File: src/pfd_cfg.svh
// Purpose: Offsets, field positions, reset values of the PLL status and fine delay bank
// Assumes: 8-bit register data, 10-bit register address
// Notes:   Included by bare name; definitions only
`ifndef PFD_CFG_SVH
`define PFD_CFG_SVH

// ----------------------------------------------------------------
// Register offsets
// ----------------------------------------------------------------
`define PFD_ADDR_W            10
`define PFD_OFS_THR_CFG       10'h01a
`define PFD_OFS_PLL_STATUS    10'h01f
`define PFD_OFS_DLY_BYPASS    10'h0a0
`define PFD_OFS_DLY_CAPS      10'h0a1
`define PFD_OFS_IRQ_STATUS    10'h0f0
`define PFD_OFS_IRQ_MASK      10'h0f1

// ----------------------------------------------------------------
// Field positions
// ----------------------------------------------------------------
`define PFD_BIT_THR_SEL       6
`define PFD_BIT_LOCK          0
`define PFD_BIT_FIRST_REFERENCE_INPUT_THR      1
`define PFD_BIT_SECOND_REFERENCE_INPUT_THR      2
`define PFD_BIT_OSC_THR       3
`define PFD_BIT_SECOND_REFERENCE_INPUT_SEL      4
`define PFD_BIT_HOLDOVER      5
`define PFD_BIT_CAL_DONE      6
`define PFD_BIT_BYPASS        0
`define PFD_CAPS_HI           5
`define PFD_CAPS_LO           3

// ----------------------------------------------------------------
// Reset values
// ----------------------------------------------------------------
`define PFD_RST_THR_SEL       1'h0
`define PFD_RST_BYPASS        1'h1
`define PFD_RST_CAPS          3'h0
`define PFD_RST_CAP_COUNT     3'h4
`define PFD_RST_IRQ_MASK      8'h00
`define PFD_STATUS_W          8

`endif

File: src/pfd_pkg.sv
// Purpose: Types of the PLL status and fine delay bank
// Assumes: pfd_cfg.svh holds every number
// Notes:   One packed struct carries all state of the main module except the event flags, which pfd_evt holds
`include "pfd_cfg.svh"

package pfd_pkg;

    // ----------------------------------------------------------------
    // Register data
    // ----------------------------------------------------------------
    typedef logic [7:0] pfd_byte_t;

    // ----------------------------------------------------------------
    // Main module state
    // ----------------------------------------------------------------
    typedef struct packed {
        logic      thr_sel;
        logic      bypass;
        logic [2:0] caps;
        logic [2:0] cap_count;
        pfd_byte_t irq_mask;
        pfd_byte_t rd_data;
        logic      irq;
    } pfd_state_t;

endpackage

File: src/pfd_evt.sv
// Purpose: Change detector with sticky flags, one per monitor level
// Assumes: Levels synchronous to the clock
// Notes:   First cycle after reset only captures, so reset values raise no event
module pfd_evt #(
    parameter int WIDTH = 8
) (
    input  wire logic             ref_clk_in,
    input  wire logic             resetn_in,
    input  wire logic [WIDTH-1:0] level_in,
    input  wire logic             clr_in,
    output logic      [WIDTH-1:0] sticky_out
);

    // ----------------------------------------------------------------
    // State
    // ----------------------------------------------------------------
    typedef struct packed {
        logic             armed;
        logic [WIDTH-1:0] prev;
        logic [WIDTH-1:0] sticky;
    } pfd_evt_state_t;

    pfd_evt_state_t st_r;
    pfd_evt_state_t st_nxt;
    logic [WIDTH-1:0] change;

    always_comb begin
        st_nxt       = st_r;
        change       = st_r.armed ? (level_in ^ st_r.prev) : '0;
        st_nxt.armed = 1'b1;
        st_nxt.prev  = level_in;
        // Set beats a clear in the same cycle, so no change is lost
        st_nxt.sticky = change | (st_r.sticky & ~{WIDTH{clr_in}});
    end

    always_ff @(posedge ref_clk_in or negedge resetn_in) begin
        if (!resetn_in) begin
            st_r <= '0;
        end else begin
            st_r <= st_nxt;
        end
    end

    assign sticky_out = st_r.sticky;

endmodule

File: src/pfd_regs.sv
// Purpose: PLL monitor status and first fine delay output configuration registers
// Assumes: Monitor levels synchronous to ref_clk_in; plain strobe register port
// Notes:   Read data stand one cycle after the read strobe, zero elsewhere
//
// Behaviour
// - Oscillator threshold bit reads 1 above monitor threshold, 0 below.
// - Status bit 2 shows second reference input above threshold; read-only.
// - Status bit 1 shows first reference input above threshold; read-only.
// - Threshold for both reference monitors chosen by bit 6 at 0x01A.
// - Status bit 0 shows digital lock detect, 1 when locked; read-only.
// - Bit 0 at 0x0A0 bypasses or uses first output fine delay.
// - Bits 5..3 at 0x0A1 set ramp capacitor count for full scale.
// - Capacitor code 000 gives four (default), 001 three, 011 two, 100 three.
// - Monitor and lock flags share status at 0x01F; bit 6 calibration done.
`include "pfd_cfg.svh"

module pfd_regs
    import pfd_pkg::*;
#(
    parameter int ADDR_W = `PFD_ADDR_W
) (
    input  wire logic              ref_clk_in,
    input  wire logic              resetn_in,
    // Register port
    input  wire logic [ADDR_W-1:0] addr_in,
    input  wire logic [7:0]        wr_data_in,
    input  wire logic              wr_en_in,
    input  wire logic              rd_en_in,
    output logic      [7:0]        rd_data_out,
    // Monitor levels from the analog core
    input  wire logic              pll_locked_in,
    input  wire logic              first_reference_input_above_in,
    input  wire logic              second_reference_input_above_in,
    input  wire logic              osc_above_in,
    input  wire logic              second_reference_input_selected_in,
    input  wire logic              holdover_active_in,
    input  wire logic              osc_cal_done_in,
    // Controls to the analog core
    output logic                   ref_thr_sel_out,
    output logic                   first_fine_delay_output_bypass_out,
    output logic      [2:0]        first_fine_delay_output_caps_out,
    output logic      [2:0]        first_fine_delay_output_cap_count_out,
    // Interrupt
    output logic                   irq_out
);

    // ----------------------------------------------------------------
    // Address decode
    // ----------------------------------------------------------------
    logic hit_thr;
    logic hit_status;
    logic hit_bypass;
    logic hit_caps;
    logic hit_irq_stat;
    logic hit_irq_mask;

    assign hit_thr      = (addr_in == ADDR_W'(`PFD_OFS_THR_CFG));
    assign hit_status   = (addr_in == ADDR_W'(`PFD_OFS_PLL_STATUS));
    assign hit_bypass   = (addr_in == ADDR_W'(`PFD_OFS_DLY_BYPASS));
    assign hit_caps     = (addr_in == ADDR_W'(`PFD_OFS_DLY_CAPS));
    assign hit_irq_stat = (addr_in == ADDR_W'(`PFD_OFS_IRQ_STATUS));
    assign hit_irq_mask = (addr_in == ADDR_W'(`PFD_OFS_IRQ_MASK));

    // ----------------------------------------------------------------
    // Live status word
    // ----------------------------------------------------------------
    // Monitors are read as they stand, no snapshot kept
    pfd_byte_t status_word;

    always_comb begin
        status_word                        = 8'h00;
        status_word[`PFD_BIT_LOCK]         = pll_locked_in;
        status_word[`PFD_BIT_FIRST_REFERENCE_INPUT_THR]     = first_reference_input_above_in;
        status_word[`PFD_BIT_SECOND_REFERENCE_INPUT_THR]     = second_reference_input_above_in;
        status_word[`PFD_BIT_OSC_THR]      = osc_above_in;
        status_word[`PFD_BIT_SECOND_REFERENCE_INPUT_SEL]     = second_reference_input_selected_in;
        status_word[`PFD_BIT_HOLDOVER]     = holdover_active_in;
        status_word[`PFD_BIT_CAL_DONE]     = osc_cal_done_in;
    end

    // ----------------------------------------------------------------
    // Event flags
    // ----------------------------------------------------------------
    // Any change of a status bit raises the flag of the same position
    pfd_byte_t irq_sticky;
    logic      irq_clr;

    assign irq_clr = rd_en_in & hit_irq_stat;

    pfd_evt #(
        .WIDTH      (`PFD_STATUS_W)
    ) u_evt (
        .ref_clk_in (ref_clk_in),
        .resetn_in  (resetn_in),
        .level_in   (status_word),
        .clr_in     (irq_clr),
        .sticky_out (irq_sticky)
    );

    // ----------------------------------------------------------------
    // Capacitor count decode
    // ----------------------------------------------------------------
    // Each cleared bit adds one capacitor to the single fixed one
    function automatic logic [2:0] cap_count_of(input logic [2:0] code);
        logic [2:0] n;
        n = 3'h1;
        for (int i = 0; i < 3; i++) begin
            n = n + {2'h0, ~code[i]};
        end
        return n;
    endfunction

    // ----------------------------------------------------------------
    // State
    // ----------------------------------------------------------------
    pfd_state_t st_r;
    pfd_state_t st_nxt;

    always_comb begin
        st_nxt = st_r;

        // Writes; the status word has no write path at all
        if (wr_en_in) begin
            if (hit_thr) begin
                st_nxt.thr_sel = wr_data_in[`PFD_BIT_THR_SEL];
            end
            if (hit_bypass) begin
                st_nxt.bypass = wr_data_in[`PFD_BIT_BYPASS];
            end
            if (hit_caps) begin
                st_nxt.caps = wr_data_in[`PFD_CAPS_HI:`PFD_CAPS_LO];
            end
            if (hit_irq_mask) begin
                st_nxt.irq_mask = wr_data_in;
            end
        end

        // Registered decode keeps the output glitch free
        st_nxt.cap_count = cap_count_of(st_nxt.caps);

        // Read data only in the cycle after the strobe
        st_nxt.rd_data = 8'h00;
        if (rd_en_in) begin
            if (hit_thr) begin
                st_nxt.rd_data[`PFD_BIT_THR_SEL] = st_r.thr_sel;
            end else if (hit_status) begin
                st_nxt.rd_data = status_word;
            end else if (hit_bypass) begin
                st_nxt.rd_data[`PFD_BIT_BYPASS] = st_r.bypass;
            end else if (hit_caps) begin
                st_nxt.rd_data[`PFD_CAPS_HI:`PFD_CAPS_LO] = st_r.caps;
            end else if (hit_irq_stat) begin
                st_nxt.rd_data = irq_sticky;
            end else if (hit_irq_mask) begin
                st_nxt.rd_data = st_r.irq_mask;
            end
        end

        // One cycle behind the flags, traded for a flopped output
        st_nxt.irq = |(irq_sticky & st_nxt.irq_mask);
    end

    always_ff @(posedge ref_clk_in or negedge resetn_in) begin
        if (!resetn_in) begin
            st_r.thr_sel   <= `PFD_RST_THR_SEL;
            st_r.bypass    <= `PFD_RST_BYPASS;
            st_r.caps      <= `PFD_RST_CAPS;
            st_r.cap_count <= `PFD_RST_CAP_COUNT;
            st_r.irq_mask  <= `PFD_RST_IRQ_MASK;
            st_r.rd_data   <= 8'h00;
            st_r.irq       <= 1'b0;
        end else begin
            st_r <= st_nxt;
        end
    end

    // ----------------------------------------------------------------
    // Outputs
    // ----------------------------------------------------------------
    assign rd_data_out                           = st_r.rd_data;
    assign ref_thr_sel_out                       = st_r.thr_sel;
    assign first_fine_delay_output_bypass_out    = st_r.bypass;
    assign first_fine_delay_output_caps_out      = st_r.caps;
    assign first_fine_delay_output_cap_count_out = st_r.cap_count;
    assign irq_out                               = st_r.irq;

endmodule

File: config.mk
export PLATFORM = sky130hd
export DESIGN_NAME = pfd_regs
export DESIGN_NICKNAME = d
export VERILOG_FILES = /design/src/pfd_pkg.sv /design/src/pfd_evt.sv /design/src/pfd_regs.sv
export VERILOG_INCLUDE_DIRS = /design/src
export SDC_FILE = /design/constraint.sdc
export NUM_CORES = 1
export LEC_CHECK = 0
export BUFFER_PORTS_ARGS = -buffer_cell sky130_fd_sc_hd__buf_2
export CAP_MARGIN = 0
export CORE_MARGIN = 4
export CORE_UTILIZATION = 50
export DETAILED_ROUTE_END_ITERATION = 6
export PLACE_DENSITY = 0.75
export SLEW_MARGIN = 20
export SYNTH_ARGS = -nofsm -noshare
export SYNTH_HDL_FRONTEND = slang
export SYNTH_SLANG_ARGS = --single-unit
export TNS_END_PERCENT = 50
File: constraint.sdc
create_clock -name ref_clk_in -period 2 [get_ports ref_clk_in]
set_input_delay 0.4 -clock ref_clk_in [delete_from_list [all_inputs] [get_ports ref_clk_in]]
set_output_delay 0.4 -clock ref_clk_in [all_outputs]
set_load 0.01 [all_outputs]
==> results.ini <==
[die]
fp-row-count = 22
die-height_um = 70.02
die_x_um = 70.02
io_pins = 46
initial_core_util = 0.5214
core-area_um2 = 3689
fp.dieArea_um2 = 4902

[critical_path]
reg2reg_setup_slack_ps = 530
crit_path_end_kind = flip-flop
start_kind = primary input
r2r_end = first_fine_delay_output_cap_count_out[1]
r2r_cells = 5
rr_startpoint = first_fine_delay_output_caps_out[2]
critPathMaxFanout = 3
arrival_ps = 2190
cp.required_ps = 2180
critPathKind = primary input to flip-flop

[clock_network]
clk_pin_slew_ps = 80
cts.sinks = 41
numCtsBuffers = 5
holdBufCountCts = 0
htree_num_levels = 2
cts_root_buffer = clkbuf_8
insertion_delay_ps = 290
cts_tree = yes
cts_buffer_depth = 2

[drt]
ant_nets = 0
vias = 1415
wl_um = 4267
wire_per_inst_um = 15.92
drtPass1Iterations = 4
via_per_inst = 5.280
first_iter_violations = 54
route.detailed.drc = 0

[timing]
finalCriticalPeriod_ps = 2006
hold_viol = 0
fmax_ghz = 0.4986
setup_viol_count_final = 1
fin_skew_ps = 7.315
slew_viol_final = 0
rsz0062_at_grt = true
hold-worst-slack_ps = 152.8
worst_slack_ps = -5.816
finalCritPeriodShare = 1.003
finalSetupTns_ps = -5.816

[run]
cap_viol_max_count = 0

[grt]
grt_util_all_layers = 0.1866
grt_pass1_wl_um = 7217
grt_overflow = 0
antenna_found_initial = 0
grt_start_max_net_pins = 42
first_global_vias = 1552

[cells_and_area]
area_delta_synth_final_pct = 28.17
nNetsFinal = 251
fin_cells = 268
fillers = 298
post-route-util = 0.6683
antenna-diode-count = 0
layout-drive-gt1-share = 0.4500

[logic_synthesis]
synth_largest_area_cell = dfrtp_1
synth_ff_type = dfrtp_1
yosys-top-cells-count = dfrtp_1 (39), buf_4 (14), nand2_1 (12)
synth_top_area_frac = 0.5075
post_synth_instance_area_um2 = 1923
synth_nets = 193
synth_warnings = 0
synth-async-reset-ratio = 1.000
synth_area_leaders = dfrtp_1 (51%), mux2_2 (6.4%), buf_4 (5.5%), mux2i_1 (4.2%), a22o_1 (4.1%)
ys_ff_latch = 41
ys_seq_area_frac = 0.5348
yosysMostFrequentCell = dfrtp_1
synth_cell_type_count = 34
avgSynthCellArea_um2 = 11.94
netlist_instances = 161
synth-edff-count = 0

[power]
leakage_nw = 1.200
switching_share = 0.2203
p_clk_frac = 0.389
irDropWorstVdd_v = 0.0005119
pwr-share-comb = 0.094
power.internal_mw = 1.291
seq_power_share = 0.517
switchingPower_mw = 0.3647
p_per_area_nw_per_um2 = 671.6

[placement]
hpwl_um = 3132
preCtsSetupSlack_ps = -450.7
io_buffers = 45
routabilityCongestion = 0.7881
dp.cells = 257

[outcome]
status = finished with violations
violations = negative setup slack

[min_path]
hp-class = primary input to asynchronous set/reset pin

cell families (layout without fill, tap and decap cells):
| group | after synthesis | after routing | share of synthesized area |
|---|---|---|---|
| compound gates | 24 | 24 | 0.09239 |
| xor+xnor | 7 | 7 | 0.03188 |
| fa+ha+maj | 3 | 3 | 0.01952 |
| buf+inv | 19 | 78 | 0.06441 |
| flops | 41 | 41 | 0.5348 |
| mux | 21 | 21 | 0.1217 |
| other cells | 1 | 1 | 0.001950 |
| simple gates | 45 | 45 | 0.1334 |
metrics by stage:
step | cell area, um^2 | total power, mW
final | 2465 | 1.655
after global routing | 2465 | 1.722
after CTS | 2436 | 1.662
after detailed placement | 2292 | 1.019
after global placement | 2292 | 1.014
after floorplan | 1981 | 0.9305
worst max-delay path, cell delays in order:
cell and delay [ps]:
buf_6 90, or3_4 410, nor2_4 100, and3_4 210
mux2_4 330, ha_4 260, inv_2 30, ha_4 150
ha_4 200
final cells by class:
type | count | area, um^2 | area share
Sequential cell | 41 | 1028 | 0.4173
Multi-Input combinational cell | 101 | 845.8 | 0.3431
Timing Repair Buffer | 66 | 407.9 | 0.1655
Clock buffer | 6 | 72.57 | 0.02944
Tap cell | 48 | 60.06 | 0.02437
Clock inverter | 2 | 35.03 | 0.01421
Inverter | 4 | 15.01 | 0.006091
layout by cell type, fill, tap and decap left out, types with 2 or more instances in the layout:
| cell | synthesis | routed |
|---|---|---|
| xor2_1 | 7 | 7 |
| mux2_4 | 2 | 4 |
| and3_1 | 3 | 2 |
| nand2_1 | 12 | 12 |
| inv_1 | 4 | 3 |
| a22o_1 | 9 | 9 |
| a222oi_1 | 2 | 2 |
| a21oi_1 | 3 | 3 |
| a32o_1 | 2 | 2 |
| buf_2 | 0 | 41 |
| mux2i_1 | 8 | 8 |
| nand3_1 | 4 | 4 |
| buf_6 | 0 | 4 |
| ha_4 | 0 | 3 |
| nor4_4 | 1 | 2 |
| dfrtp_1 | 39 | 39 |
| dfstp_2 | 2 | 2 |
| clkbuf_8 | 0 | 5 |
| nand3b_1 | 2 | 2 |
| nor2_1 | 11 | 10 |
| buf_4 | 14 | 21 |
| o21ai_0 | 6 | 6 |
| mux2_2 | 11 | 9 |
repair_timing:
| item | CTS | global route |
|---|---|---|
| setup endpoints to repair | 2 | 1 |
| gates resized for setup | 3 | 6 |
| setup buffers | 2 | 1 |
| pin swaps | 6 | 4 |
state kept, by name, summed over array words and instances, names as in the netlist:
name and count:
u_evt.sticky_out 8, st_r 8, first_fine_delay_output_cap_count_out 3, first_fine_delay_output_bypass_out 1
irq_out 1, rd_data_out 8, ref_thr_sel_out 1, first_fine_delay_output_caps_out 3
u_evt.st_r 8
routing by layer:
metal	track usage	vias up	share of wire
met1	0.2174	675	0.42
met3	0.05468	8	0.053
met5	0	-	0
li1	-	680	-
met4	0.05319	0	0.013
met2	0.3316	52	0.52
how the worst max path moves through the flow:
stage	from	endpoint	slack, ps
after floorplan	addr_in[2]	first_fine_delay_output_cap_count_out[1]	-300
after global placement	addr_in[2]	first_fine_delay_output_cap_count_out[1]	-340
after detailed placement	addr_in[4]	first_fine_delay_output_cap_count_out[1]	-450
after CTS	addr_in[1]	first_fine_delay_output_cap_count_out[1]	-20
after global routing	addr_in[8]	first_fine_delay_output_cap_count_out[1]	-60
final	addr_in[1]	first_fine_delay_output_cap_count_out[1]	-6
power by group through the flow:
| stage | sequential (mW) | clock [mW] | combinational (mW) |
|---|---|---|---|
| final | 0.856 | 0.644 | 0.155 |
| after global routing | 0.858 | 0.692 | 0.172 |
| after CTS | 0.856 | 0.654 | 0.153 |
| after detailed placement | 0.872 | 0 | 0.147 |
| after global placement | 0.872 | 0 | 0.142 |
| after floorplan | 0.872 | 0 | 0.0590 |
Note: power is estimated with default switching activity, not from simulation.
